**src/mic_cfg.svh**
```systemverilog
// offsets, field positions, reset values and vector constants of the interrupt controller
// assumes inclusion by bare name from the controller and its package users
`ifndef MIC_CFG_SVH
`define MIC_CFG_SVH
// register offsets on the plain register port
`define MIC_ADDR_SENS      8'h00
`define MIC_ADDR_PINSEL    8'h01
`define MIC_ADDR_STATUS    8'h02
`define MIC_ADDR_LASTSRC   8'h03
// reset values
`define MIC_SENS_RESET     8'h00
`define MIC_PINSEL_RESET   8'h0c
// vectors
`define MIC_VEC_RESET      16'hfffe
`define MIC_VEC_TRAP       16'hfffc
`define MIC_VEC_SRC0       16'hfffa
// source numbers
`define MIC_NUM_SRC        14
`define MIC_SRC_AWU        4'h0
`define MIC_SRC_EXT0       4'h1
`define MIC_SRC_UNUSED_A   4'h6
`define MIC_SRC_AT_OVF     4'h9
`define MIC_SRC_TB_ONE     4'hb
`define MIC_SRC_SPI        4'hc
`define MIC_SRC_UNUSED_B   4'hd
// status and last-source register fields
`define MIC_STAT_MASK_BIT  4
`define MIC_LAST_TRAP_BIT  7
// pin code that keeps external line 2 off the halt wake list (port b line 4)
`define MIC_LINE2_NOHALT   2'h1
`endif

```
**src/mic_pkg.sv**
```systemverilog
// types shared by the interrupt controller and its surroundings
// assumes mic_cfg.svh for all numeric constants
package mic_pkg;
	// trigger type of one external line
	typedef enum logic [1:0] {
		SENS_FALL_LOW = 2'h0,
		SENS_RISE     = 2'h1,
		SENS_FALL     = 2'h2,
		SENS_BOTH     = 2'h3
	} mic_sens_t;
	// power mode reported by the core
	typedef enum logic [2:0] {
		LP_RUN, LP_WAIT, LP_HALT, LP_ACTIVE_HALT, LP_AWU_HALT
	} mic_lp_t;
	// sequencer states
	typedef enum logic [1:0] {ST_IDLE, ST_SAVE, ST_FETCH, ST_RESTORE} mic_state_t;
	// events from the core, one-cycle pulses
	typedef struct packed {
		logic instr_end;
		logic trap;
		logic interrupt_return_instr;
		logic set_mask;
		logic clr_mask;
		logic enter_lp;
	} mic_core_evt_t;
	// commands to the core
	typedef struct packed {
		logic        save_ctx;
		logic        load_vec;
		logic        restore_ctx;
		logic [15:0] vector;
	} mic_core_cmd_t;
endpackage
```
**src/mic_intc.sv**
```systemverilog
// interrupt controller: ext line capture, priority, vector and context sequencing, wake logic
// assumes pins and core events are synchronous to clk_i; peripherals hold their own flag latches
//
// Functional notes
// - maskable service only while mask bit clear
// - mask bit set after any reset
// - finish instruction, save context, mask, vector; the code raises the mask the cycle after the vector load
// - return restores context and clears mask
// - lowest pending source number wins
// - trap ignores mask; trap and reset vectors
// - source vectors descend from fffa; 6,13 unused
// - any source wakes from wait
// - halt wake: ext lines, spi; awu only wakeup_from_halt_mode
// - active-halt wake: timer overflow, time base one
// - edge event latched, cleared on service entry
// - low enabled nand input blocks request
// - peripheral request needs enable and clear mask
// - software clears flag, pending request lost
// - sensitivity register: four 2-bit fields, reset zero
// - sensitivity codes: fall+low, rise, fall, both
// - sensitivity writes only while mask set
// - sensitivity change clears line's pending request
// - line 3 pin from port b 0,1,2
// - line 2 pin port b 3..6; b4 no halt wake
// - line 1 pin port a 4..7, reset 7
// - line 0 pin port a 0..3
`timescale 1ns/1ps
`include "mic_cfg.svh"

module mic_intc
(
	input  wire logic                   clk_i,
	input  wire logic                   reset_i,
	// register port
	input  wire logic [7:0]             reg_addr_i,
	input  wire logic [7:0]             reg_wdata_i,
	input  wire logic                   reg_wr_i,
	input  wire logic                   reg_rd_i,
	output logic      [7:0]             reg_rdata_o,
	// pins
	input  wire logic [7:0]             port_a_i,
	input  wire logic [6:0]             port_b_i,
	input  wire logic [3:0]             nand_block_n_i,
	// peripheral flags and enables, per source number
	input  wire logic [13:0]            periph_flag_i,
	input  wire logic [13:0]            periph_en_i,
	// core side
	input  wire mic_pkg::mic_core_evt_t core_evt_i,
	input  wire mic_pkg::mic_lp_t       lp_mode_i,
	output mic_pkg::mic_core_cmd_t      core_cmd_o,
	output logic                        mask_o,
	output logic                        wake_o,
	output logic                        irq_pending_o
);
	// registers and state
	logic [7:0]           sens_q;
	logic [7:0]           pinsel_q;
	logic                 mask_q;
	logic [3:0]           ext_pend_q;
	logic [6:0]           ext_pin_q;
	mic_pkg::mic_state_t  state_q;
	mic_pkg::mic_core_cmd_t cmd_q;
	logic [3:0]           last_src_q;
	logic                 last_trap_q;
	logic                 wake_q;
	logic [7:0]           rdata_q;
	// combinational helpers
	logic [3:0]           ext_sel_pin;
	logic [3:0]           ext_rise;
	logic [3:0]           ext_fall;
	logic [3:0]           ext_event;
	logic [3:0]           ext_req;
	logic [3:0]           sens_change;
	logic                 sens_wr_ok;
	logic [13:0]          src_req;
	logic [13:0]          src_en_req;
	logic                 any_req;
	logic [3:0]           win_src;
	logic                 take_trap;
	logic                 take_irq;
	logic [3:0]           ext_ack;
	logic [13:0]          halt_wake_set;
	logic [13:0]          ahalt_wake_set;
	logic                 wake_d;
	logic [7:0]           rdata_d;
	// sensitivity writes are honoured only while the mask bit is set
	assign sens_wr_ok = reg_wr_i && (reg_addr_i == `MIC_ADDR_SENS) && mask_q;
	// per line: pin routing, edge detect, latch, request
	genvar gi;
	generate
		for (gi = 0; gi < 4; gi++)
		begin : g_line
			logic [1:0] psel;
			logic [1:0] sens;
			assign psel = pinsel_q[2*gi+1:2*gi];
			assign sens = sens_q[2*gi+1:2*gi];
			// pin mux per line
			if (gi == 0)
			begin : g_mux0
				assign ext_sel_pin[gi] = port_a_i[psel];
			end
			else if (gi == 1)
			begin : g_mux1
				assign ext_sel_pin[gi] = port_a_i[{1'b1, psel}];
			end
			else if (gi == 2)
			begin : g_mux2
				// codes 0..3 give port b lines 3..6
				assign ext_sel_pin[gi] = port_b_i[3'(psel) + 3'h3];
			end
			else
			begin : g_mux3
				// code 3 is undefined and falls back to port b line 0
				assign ext_sel_pin[gi] = (psel == 2'h3) ? port_b_i[0] : port_b_i[psel];
			end
			// edges against the previous pin sample
			assign ext_rise[gi] = ext_sel_pin[gi] & ~ext_pin_q[gi];
			assign ext_fall[gi] = ~ext_sel_pin[gi] & ext_pin_q[gi];
			// trigger decode by sensitivity code
			always_comb
			begin
				case (mic_pkg::mic_sens_t'(sens))
					mic_pkg::SENS_FALL_LOW: ext_event[gi] = ext_fall[gi];
					mic_pkg::SENS_RISE:     ext_event[gi] = ext_rise[gi];
					mic_pkg::SENS_FALL:     ext_event[gi] = ext_fall[gi];
					mic_pkg::SENS_BOTH:     ext_event[gi] = ext_rise[gi] | ext_fall[gi];
					default:                ext_event[gi] = 1'b0;
				endcase
			end
			// a write that changes this line's field drops its pending request
			assign sens_change[gi] = sens_wr_ok && (reg_wdata_i[2*gi+1:2*gi] != sens);
			// request: latched edge, or low level in code 00, blocked by a low nand input
			assign ext_req[gi] = (ext_pend_q[gi] |
				((sens == 2'h0) & ~ext_sel_pin[gi])) & nand_block_n_i[gi];
		end
	endgenerate

	// previous pin samples for edge detection; index 4..6 unused, kept one
	always_ff @(posedge clk_i)
	begin
		if (reset_i)
		begin
			ext_pin_q <= 7'h7f;
		end
		else
		begin
			ext_pin_q <= {3'h7, ext_sel_pin};
		end
	end

	// edge latches: an event in the clearing cycle survives the clear
	always_ff @(posedge clk_i)
	begin
		if (reset_i)
		begin
			ext_pend_q <= 4'h0;
		end
		else
		begin
			ext_pend_q <= (ext_pend_q & ~ext_ack & ~sens_change) | ext_event;
		end
	end

	// source vector: external lines replace the peripheral slots 1..4
	always_comb
	begin
		src_req = periph_flag_i & periph_en_i;
		src_req[4:1] = ext_req;
		src_req[`MIC_SRC_UNUSED_A] = 1'b0;
		src_req[`MIC_SRC_UNUSED_B] = 1'b0;
	end
	// requests visible to the core only while unmasked
	assign src_en_req = mask_q ? 14'h0000 : src_req;
	assign any_req = |src_en_req;
	// lowest index among pending sources
	always_comb
	begin
		win_src = 4'h0;
		for (int i = `MIC_NUM_SRC - 1; i >= 0; i--)
		begin
			if (src_en_req[i])
			begin
				win_src = 4'(i);
			end
		end
	end
	// acceptance at the end of an instruction; trap does not look at the mask
	assign take_trap = (state_q == mic_pkg::ST_IDLE) && core_evt_i.instr_end &&
		core_evt_i.trap;
	assign take_irq = (state_q == mic_pkg::ST_IDLE) && core_evt_i.instr_end &&
		!core_evt_i.trap && !core_evt_i.interrupt_return_instr && any_req;
	// entering a line's service routine acknowledges its edge latch
	always_comb
	begin
		ext_ack = 4'h0;
		if (take_irq && (win_src >= `MIC_SRC_EXT0) && (win_src <= 4'h4))
		begin
			ext_ack[2'(win_src - `MIC_SRC_EXT0)] = 1'b1;
		end
	end

	// context sequencer
	always_ff @(posedge clk_i)
	begin
		if (reset_i)
		begin
			state_q <= mic_pkg::ST_IDLE;
		end
		else
		begin
			case (state_q)
				mic_pkg::ST_IDLE:
				begin
					if (take_trap || take_irq)
					begin
						state_q <= mic_pkg::ST_SAVE;
					end
					else if (core_evt_i.instr_end && core_evt_i.interrupt_return_instr)
					begin
						state_q <= mic_pkg::ST_RESTORE;
					end
				end
				mic_pkg::ST_SAVE:    state_q <= mic_pkg::ST_FETCH;
				mic_pkg::ST_FETCH:   state_q <= mic_pkg::ST_IDLE;
				mic_pkg::ST_RESTORE: state_q <= mic_pkg::ST_IDLE;
				default:             state_q <= mic_pkg::ST_IDLE;
			endcase
		end
	end

	// commands to the core, one pulse per step, vector held until the next service
	always_ff @(posedge clk_i)
	begin
		if (reset_i)
		begin
			cmd_q <= '{save_ctx: 1'b0, load_vec: 1'b0, restore_ctx: 1'b0,
				vector: `MIC_VEC_RESET};
		end
		else
		begin
			cmd_q.save_ctx    <= (state_q == mic_pkg::ST_IDLE) && (take_trap || take_irq);
			cmd_q.load_vec    <= (state_q == mic_pkg::ST_SAVE);
			cmd_q.restore_ctx <= (state_q == mic_pkg::ST_IDLE) && !take_trap && !take_irq &&
				core_evt_i.instr_end && core_evt_i.interrupt_return_instr;
			if (take_trap)
			begin
				cmd_q.vector <= `MIC_VEC_TRAP;
			end
			else if (take_irq)
			begin
				cmd_q.vector <= `MIC_VEC_SRC0 - {11'h000, win_src, 1'b0};
			end
		end
	end

	// which source was last accepted
	always_ff @(posedge clk_i)
	begin
		if (reset_i)
		begin
			last_src_q  <= 4'h0;
			last_trap_q <= 1'b0;
		end
		else if (take_trap || take_irq)
		begin
			last_src_q  <= take_trap ? 4'h0 : win_src;
			last_trap_q <= take_trap;
		end
	end

	// global mask bit
	always_ff @(posedge clk_i)
	begin
		if (reset_i)
		begin
			mask_q <= 1'b1;
		end
		else if (state_q == mic_pkg::ST_FETCH)
		begin
			mask_q <= 1'b1;
		end
		else if (state_q == mic_pkg::ST_RESTORE)
		begin
			mask_q <= 1'b0;
		end
		else if (state_q == mic_pkg::ST_IDLE && !take_trap && !take_irq)
		begin
			// instructions that set or clear the mask, and low-power entry which clears it
			if (core_evt_i.set_mask)
			begin
				mask_q <= 1'b1;
			end
			else if (core_evt_i.clr_mask || core_evt_i.enter_lp)
			begin
				mask_q <= 1'b0;
			end
		end
	end

	// halt wake set: external lines and spi, line 2 dropped on port b line 4; awu only in awu-from-halt
	always_comb
	begin
		halt_wake_set = 14'h0000;
		halt_wake_set[4:1] = 4'hf;
		halt_wake_set[`MIC_SRC_SPI] = 1'b1;
		if (pinsel_q[5:4] == `MIC_LINE2_NOHALT)
		begin
			halt_wake_set[3] = 1'b0;
		end
		ahalt_wake_set = 14'h0000;
		ahalt_wake_set[`MIC_SRC_AT_OVF] = 1'b1;
		ahalt_wake_set[`MIC_SRC_TB_ONE] = 1'b1;
	end

	// wake decision per power mode
	always_comb
	begin
		case (lp_mode_i)
			mic_pkg::LP_WAIT:        wake_d = |src_req;
			mic_pkg::LP_HALT:        wake_d = |(src_req & halt_wake_set);
			mic_pkg::LP_AWU_HALT:    wake_d = |(src_req & halt_wake_set) |
				src_req[`MIC_SRC_AWU];
			mic_pkg::LP_ACTIVE_HALT: wake_d = |(src_req & ahalt_wake_set);
			default:                 wake_d = 1'b0;
		endcase
	end
	// registered wake level
	always_ff @(posedge clk_i)
	begin
		if (reset_i)
		begin
			wake_q <= 1'b0;
		end
		else
		begin
			wake_q <= wake_d;
		end
	end

	// sensitivity register, guarded by the mask bit
	always_ff @(posedge clk_i)
	begin
		if (reset_i)
		begin
			sens_q <= `MIC_SENS_RESET;
		end
		else if (sens_wr_ok)
		begin
			sens_q <= reg_wdata_i;
		end
	end
	// pin select register
	always_ff @(posedge clk_i)
	begin
		if (reset_i)
		begin
			pinsel_q <= `MIC_PINSEL_RESET;
		end
		else if (reg_wr_i && reg_addr_i == `MIC_ADDR_PINSEL)
		begin
			pinsel_q <= reg_wdata_i;
		end
	end

	// read mux; unmapped offsets read zero
	always_comb
	begin
		rdata_d = 8'h00;
		case (reg_addr_i)
			`MIC_ADDR_SENS:    rdata_d = sens_q;
			`MIC_ADDR_PINSEL:  rdata_d = pinsel_q;
			`MIC_ADDR_STATUS:  rdata_d = {3'h0, mask_q, ext_pend_q};
			`MIC_ADDR_LASTSRC: rdata_d = {last_trap_q, 3'h0, last_src_q};
			default:           rdata_d = 8'h00;
		endcase
	end

	// read data stands only in the cycle after the strobe
	always_ff @(posedge clk_i)
	begin
		if (reset_i)
		begin
			rdata_q <= 8'h00;
		end
		else
		begin
			rdata_q <= reg_rd_i ? rdata_d : 8'h00;
		end
	end
	// outputs
	assign reg_rdata_o   = rdata_q;
	assign core_cmd_o    = cmd_q;
	assign mask_o        = mask_q;
	assign wake_o        = wake_q;
	assign irq_pending_o = any_req;

endmodule

```
**config.mk**
```make
export PLATFORM = sky130hd
export DESIGN_NAME = mic_intc
export DESIGN_NICKNAME = d
export VERILOG_FILES = /design/src/mic_pkg.sv /design/src/mic_intc.sv
export VERILOG_INCLUDE_DIRS = /design/src
export SDC_FILE = /design/constraint.sdc
export NUM_CORES = 1
export LEC_CHECK = 0
export BUFFER_PORTS_ARGS = -buffer_cell sky130_fd_sc_hd__buf_2
export CAP_MARGIN = 10
export CELL_PAD_IN_SITES_DETAIL_PLACEMENT = 1
export CELL_PAD_IN_SITES_GLOBAL_PLACEMENT = 1
export CORE_ASPECT_RATIO = 0.7
export CORE_MARGIN = 5
export CORE_UTILIZATION = 36
export DETAILED_ROUTE_END_ITERATION = 6
export HOLD_SLACK_MARGIN = 0.02
export PLACE_DENSITY = 0.84
export SETUP_SLACK_MARGIN = 0.2
export SYNTH_ARGS = -nofsm -noshare
export SYNTH_HDL_FRONTEND = slang
export SYNTH_SLANG_ARGS = --single-unit
```
**constraint.sdc**
```tcl
create_clock -name clk_i -period 3.2 [get_ports clk_i]
set_clock_uncertainty 0.05 [all_clocks]
set_input_delay 0.64 -clock clk_i [delete_from_list [all_inputs] [get_ports clk_i]]
set_output_delay 0.64 -clock clk_i [all_outputs]
set_load 0.02 [all_outputs]
```
Yosys cells after proc, flatten, opt, wreduce, memory -nomap -nowiden
Cells that the tools add are included.
{"block": "word_totals", "regBits": 51, "output_inout_bits": 30, "input_bits": 76}
{"block": "classes", "bitwise": 41, "n_mux": 44, "n_eq_ne": 29, "reduce_logical": 49, "order_cmp": 8, "n_addsub": 3}
{"op": "4-bit two-way mux", "n": 16}
{"op": "8-bit one-hot mux with 4 select lines", "n": 1}
{"op": "14-bit OR reduction", "n": 2}
{"op": "13-bit bitwise AND", "n": 2}
{"op": "2-bit == test, second input constant", "n": 11}
{"op": "1-bit logical AND", "n": 21}
{"op": "2-bit OR reduction", "n": 9}
{"op": "1-bit bitwise AND", "n": 16}
{"op": "8-bit by 2-bit == test with 1-bit output, second input constant", "n": 2}
{"op": "13-bit two-way mux", "n": 1}
{"op": "2-bit by 1-bit == test with 1-bit output, second input constant", "n": 6}
{"op": "1-bit one-hot mux with 3 select lines", "n": 4}
{"op": "12-bit OR reduction", "n": 1}
{"op": "1-bit two-way mux", "n": 11}
{"op": "2-bit logical NOT", "n": 5}
{"op": "1-bit NOT", "n": 9}
{"op": "1-bit OR", "n": 9}
{"op": "4-bit bitwise AND", "n": 2}
{"op": "8-bit by 1-bit == test with 1-bit output, second input constant", "n": 1}
{"op": "8-bit logical NOT", "n": 1}
{"op": "2-bit by 4-bit less-than comparator with 1-bit output, second input constant", "n": 2}
{"op": "3-bit by 4-bit less-than comparator with 1-bit output, second input constant", "n": 2}
{"op": "2-bit two-way mux", "n": 4}
{"op": "2-bit inequality test", "n": 4}
{"op": "other kinds (23)", "n": 32}

Logic depth before layout (Yosys ltp)
Gate-level depths: netlist of the first run.
{"block": "logic_depth", "word_depth": 31, "depth_mapped": 13, "mapped_depth_nobuf": 13}

Worst setup path before layout of the first run
No wires, ideal clock.
{"block": "synth_timing", "path_type": "input-to-output", "from": "input port_a_i[3]", "to": "output irq_pending_o", "t_arrival_ns": 2.201, "stages": 6, "path_slack_ns": 0.309, "t_required_ns": 2.510, "cell_sequence": "mux4_2 -> o41ai_4 -> and3b_1 -> and3_1 -> buf_6 -> nor2_1"}
{"block": "synth_between", "elab_chain_cells": 8}
{"item": "from (decl)", "line": "mic_intc.sv:41", "text": "input wire logic [7:0] port_a_i,"}
{"item": "1-bit binary-select mux with 2-bit select", "line": "mic_intc.sv:100", "text": "assign ext_sel_pin[gi] = port_a_i[psel];"}
{"item": "1-bit two-way mux (not written as such)", "line": "mic_intc.sv:100"}
{"item": "1-bit NOT", "line": "mic_intc.sv:134", "text": "((sens == 2'h0) & ~ext_sel_pin[gi])) & nand_block_n_i[gi];"}
{"item": "1-bit bitwise AND", "line": "mic_intc.sv:134"}
{"item": "1-bit OR", "line": "mic_intc.sv:133", "text": "assign ext_req[gi] = (ext_pend_q[gi] |"}
{"item": "1-bit bitwise AND", "line": "mic_intc.sv:134"}
{"item": "13-bit two-way mux", "line": "mic_intc.sv:173", "text": "assign src_en_req = mask_q ? 14'h0000 : src_req;"}
{"item": "14-bit OR reduction", "line": "mic_intc.sv:174", "text": "assign any_req = |src_en_req;"}
{"item": "to (decl)", "line": "mic_intc.sv:53", "text": "output logic irq_pending_o"}
No other way between the ends. The select of a mux whose other input is x is not followed.

Worst setup path in the final report of the first run
{"block": "layout_timing", "from": "input port_a_i[3]", "to": "output irq_pending_o"}
{"block": "layout_between", "elab_chain_cells": 8}
{"item": "1-bit binary-select mux with 2-bit select", "line": "mic_intc.sv:100"}
{"item": "1-bit two-way mux (not written as such)", "line": "mic_intc.sv:100"}
{"item": "net ext_sel_pin[0]", "line": "mic_intc.sv:68", "text": "logic [3:0] ext_sel_pin;"}
{"item": "1-bit NOT", "line": "mic_intc.sv:134"}
{"item": "1-bit bitwise AND", "line": "mic_intc.sv:134"}
{"item": "1-bit OR", "line": "mic_intc.sv:133"}
{"item": "1-bit bitwise AND", "line": "mic_intc.sv:134"}
{"item": "13-bit two-way mux", "line": "mic_intc.sv:173"}
{"item": "14-bit OR reduction", "line": "mic_intc.sv:174"}
The timed path passes the listed nets, and every way through them passes these cells. The select of a mux whose other input is x is not followed.

==> results of run 1 <==
## area by class of cell
class	instances	area, um^2	area share
tap	101	126	0.0353
clock buffer	5	125	0.0349
inverter	18	70.1	0.0195
clock inverter	3	25.0	0.00698
sequential	49	985	0.275
timing repair buffer	94	507	0.141
multi-input combinational	244	1750	0.487
## metrics by stage
stage,utilization,worst slack (ps),total power [uW],std cells,hold slack [ps]
after floorplan,-,309,799,332,399
after global placement,0.427,166,873,500,383
after detailed placement,0.427,130,884,500,394
after CTS,0.455,201,1440,512,412
after global routing,0.459,214,1500,514,425
final,0.459,284,1430,514,409
## final timing paths
| path | startpoint | end | slack (ps) | depth (start not counted) |
|---|---|---|---|---|
| worst max-delay path | port_a_i[3] | irq_pending_o | 280 | 7 |
| worst min-delay path | core_cmd_o[5]$_SDFFE_PP1P_ | core_cmd_o[5]$_SDFFE_PP1P_ | 410 | 1 |
| worst max register to register | pinsel_q[5]$_SDFFE_PP0P_ | ext_pend_q[0]$_SDFF_PP0_ | 390 | 11 |
| worst min register to register | core_cmd_o[5]$_SDFFE_PP1P_ | core_cmd_o[5]$_SDFFE_PP1P_ | 410 | 1 |
## placed cells by master (no fill, tap or decap), drive strengths merged, types with 4 or more instances in the layout
cell,netlist,layout
mux2i,29,29
nor3,6,6
dfxtp,49,49
buf,15,94
a21oi,16,16
a31oi,5,5
mux2,5,5
nor2b,4,4
nor2,38,38
o21ai,15,15
ha,12,12
and3,8,8
nand2b,4,4
nor4,4,4
mux4,5,5
xor2,8,8
clkbuf,6,5
inv,18,20
nand2,28,28
conb,2,11
nand3,5,5
## layer usage
metal | up-vias | GRT usage | share of wire
li1 | 1296 | - | -
met1 | 1278 | 0.226 | 0.45
met2 | 89 | 0.288 | 0.46
met3 | 12 | 0.0396 | 0.076
met4 | 0 | 0.0396 | 0.012
met5 | - | 0 | 0
## registers in the layout (all words and copies together) (netlist names)
register	flops
core_cmd_o	8
ext_pend_q	4
ext_pin_q	4
last_src_q	4
last_trap_q	1
mask_o	1
pinsel_q	8
reg_rdata_o	8
sens_q	8
state_q	2
wake_o	1
## worst max-delay path: stages
cell and delay, ps:
sky130_fd_sc_hd__buf_2 100, sky130_fd_sc_hd__mux4_2 520, sky130_fd_sc_hd__o41ai_4 330, sky130_fd_sc_hd__and3b_2 260
sky130_fd_sc_hd__and3_4 180, sky130_fd_sc_hd__nor2_4 80, sky130_fd_sc_hd__buf_6 120
## report_power, final
group	switching (uW)	internal, uW
clock network	251	296
registers	19.4	626
logic	137	106
## repair_timing
action | CTS | global route
hold endpoints to repair | 0 | 0
pin swaps | 4 | 5
buffers inserted | 4 | 2
setup endpoints to repair | 2 | 1
resized for setup | 11 | 5
## logic make-up (layout without fill, tap and decap cells)
logic type / Yosys count / count (layout) / synth area share
simple gates: 114 / 114 / 0.196
compound gates: 59 / 59 / 0.142
fa+ha+maj: 12 / 12 / 0.0525
flops: 49 / 49 / 0.343
other cells: 2 / 11 / 0.00262
xor+xnor: 9 / 9 / 0.0275
mux: 39 / 39 / 0.162
buf+inv: 39 / 120 / 0.0748
==> insert_results.sql, run 1 <==
INSERT INTO impl_metrics (metric_group, metric, value, unit) VALUES
('clock_tree', 'clock_tree.root_cell', 'sky130_fd_sc_hd__clkbuf_16', ''),
('critical_path', 'timing.critical_path.to_type', 'output port', ''),
('clock_tree', 'htree_levels', '2', ''),
('synth', 'synth.top_cells.by_count', 'sky130_fd_sc_hd__dfxtp_1, sky130_fd_sc_hd__nor2_1, sky130_fd_sc_hd__mux2i_1', ''),
('sta', 'tightestPinTransition', '670', 'ps'),
('route', 'detailroute.via_count', '2675', ''),
('route', 'wirelength', '8690', 'um'),
('floorplan', 'io_pins', '106', ''),
('global_routing', 'antenna_found_initial', '0', ''),
('job', 'max_capacitance_violation_total', '0', ''),
('synth', 'synth_flop_cell', 'sky130_fd_sc_hd__dfxtp_1', ''),
('critical_path', 'required_time_reported_for_the_critical_path_endpoint', '2510', 'ps'),
('sta', 'count_of_final_setup_violators', '0', ''),
('synth', 'post_synthesis_async_set_or_reset_flop_share', '0', ''),
('route', 'detail_route.drc_violations', '0', ''),
('synth', 'synth.top_cells.by_area', 'sky130_fd_sc_hd__dfxtp_1, sky130_fd_sc_hd__mux2i_1, sky130_fd_sc_hd__ha_1', ''),
('route', 'antenna_violating_nets_remaining', '0', ''),
('floorplan', 'initial_utilization', '0.367', ''),
('outcome', 'run_status', 'complete, no violations', ''),
('global_routing', 'first_pass_grt_wire_length', '13800', 'um'),
('clock_tree', 'cts.hold.buffers_added', '0', ''),
('sta', 'achievable-frequency', '343', 'MHz'),
('synth', 'ys_types', '57', ''),
('floorplan', 'die-height', '84.6', 'um'),
('global_routing', 'grt_overall_usage', '0.173', ''),
('route', 'drtPass1Iterations', '4', ''),
('min_path', 'timing.hold.worst.class', 'flip-flop to flip-flop', ''),
('synth', 'synthDominantCellAreaShare', '0.343', ''),
('sta', 'setup_total_negative_slack', '0', 'ps'),
('placement', 'finalWeightedCongestion', '0.806', ''),
('global_routing', 'first_global_vias', '2869', ''),
('synth', 'syn_area', '2860', 'um^2'),
('finish', 'post-route-cell-area', '3580', 'um^2'),
('clock_tree', 'cts_inserted_buffers', '5', ''),
('sta', 'period_needed', '2920', 'ps'),
('global_routing', 'globalRoute.totalOverflow', '0', ''),
('clock_tree', 'clockBufferDepth', '2', ''),
('finish', 'layout-drive-gt1-share', '0.310', ''),
('sta', 'final_min_period_over_clock_period', '0.911', ''),
('placement', 'postPlaceCellArea', '3330', 'um^2'),
('clock_tree', 'cts.clk_slew.worst_paths', '70', 'ps'),
('critical_path', 'critPathArrivalTime', '2230', 'ps'),
('finish', 'area_delta_synth_final', '25.3', '%'),
('critical_path', 'timing.setup.critical_path_class', 'primary input to output port', ''),
('route', 'initial_detailed_routing_violation_count', '59', ''),
('pwr', 'ir_worst_vdd', '232', 'uV'),
('clock_tree', 'clkLatencyLatePin', '290', 'ps'),
('critical_path', 'setup.worst_path.start_class', 'primary input', ''),
('synth', 'synth.yosys.warnings', '0', ''),
('synth', 'post_synthesis_register_bit_count', '49', ''),
('sta', 'rsz0062_at_grt', 'no', ''),
('synth', 'synth_edf_count', '0', ''),
('floorplan', 'core', '7800', 'um^2'),
('sta', 'hold_fails_final_rpt', '0', ''),
('placement', 'detailed_placement_wirelength_estimate', '6850', 'um'),
('pwr', 'power_density', '400', 'nW/um^2'),
('floorplan', 'floorplan.rows', '27', ''),
('sta', 'timing.max_slew.rel_slack', '0.553', ''),
('clock_tree', 'cts_tree', 'built', ''),
('clock_tree', 'cts_num_sinks', '49', ''),
('global_routing', 'grt_start_max_net_pins', '36', ''),
('sta', 'final-max-slew-violation-count', '0', ''),
('synth', 'dominant_cell_by_count_in_the_synthesized_netlist', 'sky130_fd_sc_hd__dfxtp_1', ''),
('finish', 'num-nets-final', '500', ''),
('synth', 'synth-seq-area-share', '0.343', ''),
('critical_path', 'path_max_fanout', '2', ''),
('floorplan', 'floorplan.die.width', '117', 'um'),
('route', 'drt-wirelength-per-cell', '16.9', 'um'),
('floorplan', 'die-area', '9860', 'um^2'),
('synth', 'synth_area_leader_cell', 'sky130_fd_sc_hd__dfxtp_1', ''),
('synth', 'synthCells', '323', ''),
('finish', 'diode_count', '0', ''),
('placement', 'placement.io_buffers', '82', ''),
('finish', 'layout.filler_cells', '964', ''),
('pwr', 'leakage', '0.00173', 'uW'),
('synth', 'synth.avg_cell_area', '8.86', 'um^2'),
('route', 'vias_per_cell', '5.20', '');
Note: power is estimated with default switching activity, not from simulation.
==> inputs of run 2 (changes only) <==
Settings changed: REMOVE_ABC_BUFFERS from default to 1.
==> run 2 against run 1 <==
Final area down 0.56%. Routed wire length is 1.8% lower. Sequential power about the same. Sequential share of layout area rose by 0.15 points. Worst setup slack better by 8.4 ps. Clock-buffer cell count is the same. Power shrank 1.5%. Fmax is 0.29% higher. Utilization decreased by 0.26 points. First-iteration DRC count rose by 14%. Clock power is 4.0% lower. Non-clock buffer count fell by 3. Largest power group unchanged. Highest routed layer unchanged.
==> insert_results.sql, run 2 (synthesis gave the netlist of run 1 again) <==
INSERT INTO impl_metrics (metric_group, metric, value, unit) VALUES
('finish', 'layout.filler_cells', '970', ''),
('floorplan', 'die-area', '9860', 'um^2'),
('placement', 'placement.io_buffers', '82', ''),
('finish', 'area_taken_by_flip_flops_and_latches', '985', 'um^2'),
('route', 'detail_route.drc_violations', '0', ''),
('critical_path', 'critPathArrivalTime', '2220', 'ps'),
('sta', 'final-max-slew-violation-count', '0', ''),
('route', 'drtPass1Iterations', '4', ''),
('critical_path', 'required_time_reported_for_the_critical_path_endpoint', '2510', 'ps'),
('finish', 'post-route-cell-area', '3560', 'um^2'),
('pwr', 'power_density', '396', 'nW/um^2'),
('finish', 'layout.cells.most_common_list', 'sky130_fd_sc_hd__buf_2, sky130_fd_sc_hd__dfxtp_1, sky130_fd_sc_hd__nor2_1, sky130_fd_sc_hd__mux2i_1, sky130_fd_sc_hd__nand2_1', ''),
('clock_tree', 'clockBufferDepth', '2', ''),
('finish', 'commonest_non_fill_non_tap_cell_in_the_layout', 'sky130_fd_sc_hd__buf_2', ''),
('floorplan', 'initial_utilization', '0.367', ''),
('route', 'drt-wirelength-per-cell', '16.7', 'um'),
('outcome', 'run_status', 'complete, no violations', ''),
('route', 'wirelength', '8540', 'um'),
('finish', 'num-nets-final', '497', ''),
('floorplan', 'io_pins', '106', ''),
('route', 'vias_per_cell', '5.18', ''),
('clock_tree', 'clkLatencyLatePin', '290', 'ps'),
('route', 'initial_detailed_routing_violation_count', '67', ''),
('global_routing', 'grt_overall_usage', '0.173', ''),
('clock_tree', 'cts_inserted_buffers', '5', ''),
('min_path', 'timing.hold.worst.class', 'flip-flop to flip-flop', ''),
('critical_path', 'crit_path_cell_trace', 'buf_2, mux4_2, o41ai_4, and3b_2, and3_4, nor2_4, buf_6', ''),
('job', 'max_capacitance_violation_total', '0', ''),
('global_routing', 'antenna_found_initial', '0', ''),
('sta', 'achievable-frequency', '344', 'MHz'),
('pwr', 'leakage', '0.00172', 'uW'),
('global_routing', 'grt_start_max_net_pins', '25', ''),
('sta', 'final_min_period_over_clock_period', '0.909', ''),
('sta', 'rsz0062_at_grt', 'no', ''),
('floorplan', 'core', '7800', 'um^2'),
('finish', 'multi_input_comb_area', '1750', 'um^2'),
('critical_path', 'setup.worst_path.start_class', 'primary input', ''),
('critical_path', 'path_max_fanout', '2', ''),
('critical_path', 'cp_max_stage_delay', '510', 'ps'),
('clock_tree', 'cts_num_sinks', '49', ''),
('route', 'antenna_violating_nets_remaining', '0', ''),
('placement', 'postPlaceCellArea', '3330', 'um^2'),
('finish', 'area_delta_synth_final', '24.6', '%'),
('clock_tree', 'clock_tree.root_cell', 'sky130_fd_sc_hd__clkbuf_16', ''),
('critical_path', 'timing.critical_path.to_type', 'output port', ''),
('critical_path', 'worst_path_max_delay_cell', 'sky130_fd_sc_hd__mux4_2', ''),
('finish', 'post-route-util', '0.457', ''),
('pwr', 'ir_worst_vdd', '204', 'uV'),
('floorplan', 'floorplan.die.width', '117', 'um'),
('sta', 'count_of_final_setup_violators', '0', ''),
('floorplan', 'floorplan.rows', '27', ''),
('placement', 'finalWeightedCongestion', '0.820', ''),
('clock_tree', 'cts_tree', 'built', ''),
('clock_tree', 'cts.clk_slew.worst_paths', '70', 'ps'),
('placement', 'detailed_placement_wirelength_estimate', '6880', 'um'),
('sta', 'hold_fails_final_rpt', '0', ''),
('critical_path', 'timing.setup.critical_path_class', 'primary input to output port', ''),
('finish', 'layout-drive-gt1-share', '0.305', ''),
('critical_path', 'critical-path-top-delay-family', 'simple AND/OR/NAND/NOR gates', ''),
('critical_path', 'crit_buf_inv', '2', ''),
('floorplan', 'die-height', '84.6', 'um'),
('global_routing', 'first_global_vias', '2888', ''),
('global_routing', 'globalRoute.totalOverflow', '0', ''),
('finish', 'diode_count', '0', ''),
('sta', 'period_needed', '2910', 'ps'),
('clock_tree', 'htree_levels', '2', ''),
('sta', 'timing.max_slew.rel_slack', '0.643', ''),
('sta', 'setup_total_negative_slack', '0', 'ps'),
('global_routing', 'first_pass_grt_wire_length', '13800', 'um'),
('route', 'detailroute.via_count', '2646', ''),
('pwr', 'power.total', '1410', 'uW'),
('clock_tree', 'cts.hold.buffers_added', '0', ''),
('sta', 'tightestPinTransition', '535', 'ps');
## run 2: final timing paths
check | start | end | slack, ps | cells past startpoint
hold reg to reg | core_cmd_o[5]$_SDFFE_PP1P_ | core_cmd_o[5]$_SDFFE_PP1P_ | 410 | 1
hold / removal | core_cmd_o[5]$_SDFFE_PP1P_ | core_cmd_o[5]$_SDFFE_PP1P_ | 410 | 1
setup / recovery | port_a_i[3] | irq_pending_o | 290 | 7
setup reg to reg | pinsel_q[5]$_SDFFE_PP0P_ | ext_pend_q[1]$_SDFF_PP0_ | 400 | 12
## run 2: final cells by class
class | count | share of cell area
sequential | 49 | 0.276
inverter | 18 | 0.0190
clock buffer | 5 | 0.0351
tap | 101 | 0.0355
multi-input combinational | 244 | 0.492
timing repair buffer | 91 | 0.136
clock inverter | 3 | 0.00632
## run 2: timing repair
action | in CTS | in global routing
pin swaps | 2 | 2
gates cloned | 0 | 0
gates resized for setup | 7 | 9
buffers inserted | 3 | 0
setup endpoints to repair | 1 | 1
## run 2: stage by stage
stage                     instances  setup WS [ps]  hold WS, ps
after floorplan                 311            227          398
after global placement          500            217          384
after detailed placement        500            170          412
after CTS                       511            202          428
after global routing            511            203          455
final                           511            292          414
## run 2: layer usage
metal | track usage | routed length [um]
met1 | 0.230 | 3830
met2 | 0.292 | 4030
met3 | 0.0353 | 602
met4 | 0.0344 | 72
met5 | 0 | 0
## run 2: where the power goes
part | switching (uW) | total, uW | internal (uW)
Combinational | 136 | 242 | 106
Sequential | 20.4 | 646 | 626
Clock | 234 | 525 | 291
Total | 390 | 1410 | 1020
==> inputs of run 3 (changes only) <==
Settings changed: CAP_MARGIN 10 to default, CORE_ASPECT_RATIO 0.7 to default.
==> run 3 against run 2 <==
Sequential power barely moved. Register-to-register slack better by 60 ps. Fmax shrank 0.49%. Non-clock buffer count stayed put. First-iteration DRC count rose by 21%. Cell count rose by 0.20%. Critical path type unchanged. Largest power group unchanged.
==> insert_results.sql, run 3 (synthesis gave the netlist of run 1 again) <==
INSERT INTO impl_metrics (metric_group, metric, value, unit) VALUES
('critical_path', 'r2r_slack', '460', 'ps'),
('finish', 'num-nets-final', '497', ''),
('critical_path', 'setup.worst_path.start_class', 'primary input', ''),
('critical_path', 'required_time_reported_for_the_critical_path_endpoint', '2510', 'ps'),
('sta', 'achievable-frequency', '342', 'MHz'),
('critical_path', 'cp_max_stage_delay', '520', 'ps'),
('global_routing', 'globalRoute.totalOverflow', '0', ''),
('sta', 'final_min_period_over_clock_period', '0.913', ''),
('critical_path', 'critPathArrivalTime', '2230', 'ps'),
('sta', 'period_needed', '2920', 'ps'),
('sta', 'timing.max_slew.rel_slack', '0.517', ''),
('sta', 'count_of_final_setup_violators', '0', ''),
('route', 'wirelength', '8470', 'um'),
('placement', 'finalWeightedCongestion', '0.856', ''),
('finish', 'layout.cells.most_common_list', 'sky130_fd_sc_hd__buf_2, sky130_fd_sc_hd__dfxtp_1, sky130_fd_sc_hd__nor2_1, sky130_fd_sc_hd__mux2i_1, sky130_fd_sc_hd__nand2_1', ''),
('finish', 'diode_count', '0', ''),
('route', 'drt-wirelength-per-cell', '16.5', 'um'),
('route', 'detail_route.drc_violations', '0', ''),
('clock_tree', 'clock_tree.root_cell', 'sky130_fd_sc_hd__clkbuf_8', ''),
('min_path', 'hold-path-cell-count', '1', ''),
('critical_path', 'timing.setup.critical_path_class', 'primary input to output port', ''),
('floorplan', 'die-height', '99.2', 'um'),
('outcome', 'run_status', 'complete, no violations', ''),
('min_path', 'hp-start', 'core_cmd_o[5]$_SDFFE_PP1P_', ''),
('floorplan', 'floorplan.rows', '32', ''),
('pwr', 'power_density', '381', 'nW/um^2'),
('pwr', 'ir_worst_vdd', '197', 'uV'),
('clock_tree', 'clockBufferDepth', '2', ''),
('clock_tree', 'cts_inserted_buffers', '5', ''),
('sta', 'hold_fails_final_rpt', '0', ''),
('global_routing', 'antenna_found_initial', '0', ''),
('critical_path', 'critical-path-top-delay-family', 'simple AND/OR/NAND/NOR gates', ''),
('finish', 'layout-drive-gt1-share', '0.305', ''),
('finish', 'post-route-cell-area', '3550', 'um^2'),
('route', 'detailroute.via_count', '2667', ''),
('floorplan', 'die-area', '9830', 'um^2'),
('finish', 'final-instance-count-excl-fill', '512', ''),
('global_routing', 'grt_overall_usage', '0.174', ''),
('floorplan', 'io_pins', '106', ''),
('critical_path', 'worst_path_max_delay_cell', 'sky130_fd_sc_hd__mux4_2', ''),
('floorplan', 'core', '7730', 'um^2'),
('global_routing', 'grt_start_max_net_pins', '36', ''),
('route', 'drtPass1Iterations', '5', ''),
('sta', 'final-max-slew-violation-count', '0', ''),
('route', 'initial_detailed_routing_violation_count', '81', ''),
('placement', 'detailed_placement_wirelength_estimate', '6510', 'um'),
('floorplan', 'initial_utilization', '0.370', ''),
('clock_tree', 'clkLatencyLatePin', '310', 'ps'),
('min_path', 'timing.hold.worst.class', 'flip-flop to flip-flop', ''),
('critical_path', 'path_max_fanout', '3', ''),
('global_routing', 'first_global_vias', '2879', ''),
('route', 'antenna_violating_nets_remaining', '0', ''),
('critical_path', 'ff2ff_path_depth', '12', ''),
('clock_tree', 'htree_levels', '2', ''),
('job', 'max_capacitance_violation_total', '0', ''),
('clock_tree', 'cts_tree', 'built', ''),
('placement', 'postPlaceCellArea', '3310', 'um^2'),
('sta', 'setup_total_negative_slack', '0', 'ps'),
('critical_path', 'crit_buf_inv', '2', ''),
('sta', 'rsz0062_at_grt', 'no', ''),
('critical_path', 'startpoint_of_the_lowest_slack_register_to_register_path', 'pinsel_q[4]$_SDFFE_PP0P_', ''),
('placement', 'post-place-cells', '498', ''),
('placement', 'placement.io_buffers', '82', ''),
('finish', 'commonest_non_fill_non_tap_cell_in_the_layout', 'sky130_fd_sc_hd__buf_2', ''),
('clock_tree', 'cts.clk_slew.worst_paths', '90', 'ps'),
('finish', 'area_delta_synth_final', '24.0', '%'),
('min_path', 'hold_path_end', 'core_cmd_o[5]$_SDFFE_PP1P_', ''),
('route', 'vias_per_cell', '5.21', ''),
('global_routing', 'first_pass_grt_wire_length', '13900', 'um'),
('clock_tree', 'cts_num_sinks', '49', ''),
('critical_path', 'reg2reg_to', 'ext_pend_q[1]$_SDFF_PP0_', ''),
('sta', 'tightestPinTransition', '725', 'ps'),
('clock_tree', 'cts.hold.buffers_added', '0', ''),
('critical_path', 'crit_path_cell_trace', 'buf_2, mux4_2, o41ai_4, and3b_1, and3_4, nor2_4, buf_6', ''),
('critical_path', 'timing.critical_path.to_type', 'output port', ''),
('floorplan', 'floorplan.die.width', '99.2', 'um'),
('pwr', 'leakage', '0.00171', 'uW');
run 3: cell type report:
type                       instances  area [um^2]
inverter                          18         67.6
clock buffer                       6         82.6
timing repair buffer              91          484
sequential                        49          987
multi-input combinational        244         1760
clock inverter                     2         37.5
fill                             940         4180
tap                              102          128
run 3: per-layer routing:
layer / vias to the layer above / global-route usage / wire (um)
li1: 1287 / - / -
met1: 1298 / 0.212 / 3750
met2: 73 / 0.309 / 4180
met3: 9 / 0.0351 / 414
met4: 0 / 0.0473 / 121
met5: - / 0 / 0
run 3: stage by stage:
stage / setup slack [ps] / util / hold slack (ps) / total power, uW
after floorplan: 227 / - / 398 / 776
after global placement: 225 / 0.428 / 378 / 868
after detailed placement: 124 / 0.428 / 387 / 879
after CTS: 204 / 0.454 / 411 / 1350
after global routing: 204 / 0.459 / 441 / 1410
final: 278 / 0.459 / 400 / 1350
run 3: what timing repair did:
action                                  in CTS  in global routing
endpoints found under the setup margin       3                  1
setup buffers                                4                  2
resized for setup                           12                  5
pin swaps                                    4                  5
run 3: worst register-to-register path, stage by stage (launching register included):
cell and delay (ps):
sky130_fd_sc_hd__dfxtp_4 350, sky130_fd_sc_hd__inv_1 60, sky130_fd_sc_hd__ha_4 280, sky130_fd_sc_hd__mux2_4 310, sky130_fd_sc_hd__a211oi_4 250, sky130_fd_sc_hd__o211a_1 200, sky130_fd_sc_hd__and3b_1 220, sky130_fd_sc_hd__nand2_1 100
sky130_fd_sc_hd__nor2_1 100, sky130_fd_sc_hd__ha_1 210, sky130_fd_sc_hd__o311a_1 370, sky130_fd_sc_hd__nand2_1 80, sky130_fd_sc_hd__o2bb2ai_1 110
run 3: how the worst max path moves through the flow:
stage	startpoint	end	slack (ps)	depth (start not counted)
floorplan	port_a_i[3]	ext_pend_q[2]$_SDFF_PP0_	230	7
finish	port_a_i[3]	irq_pending_o	280	7
CTS	port_a_i[3]	irq_pending_o	200	7
global placement	port_a_i[3]	irq_pending_o	230	7
detailed placement	pinsel_q[4]$_SDFFE_PP0P_	ext_pend_q[1]$_SDFF_PP0_	120	12
global route	pinsel_q[4]$_SDFFE_PP0P_	irq_pending_o	200	10
run 3: power breakdown:
part           switching, uW  internal [uW]  total (uW)
registers               18.9            625         644
logic                    133            103         236
clock network            217            254         472
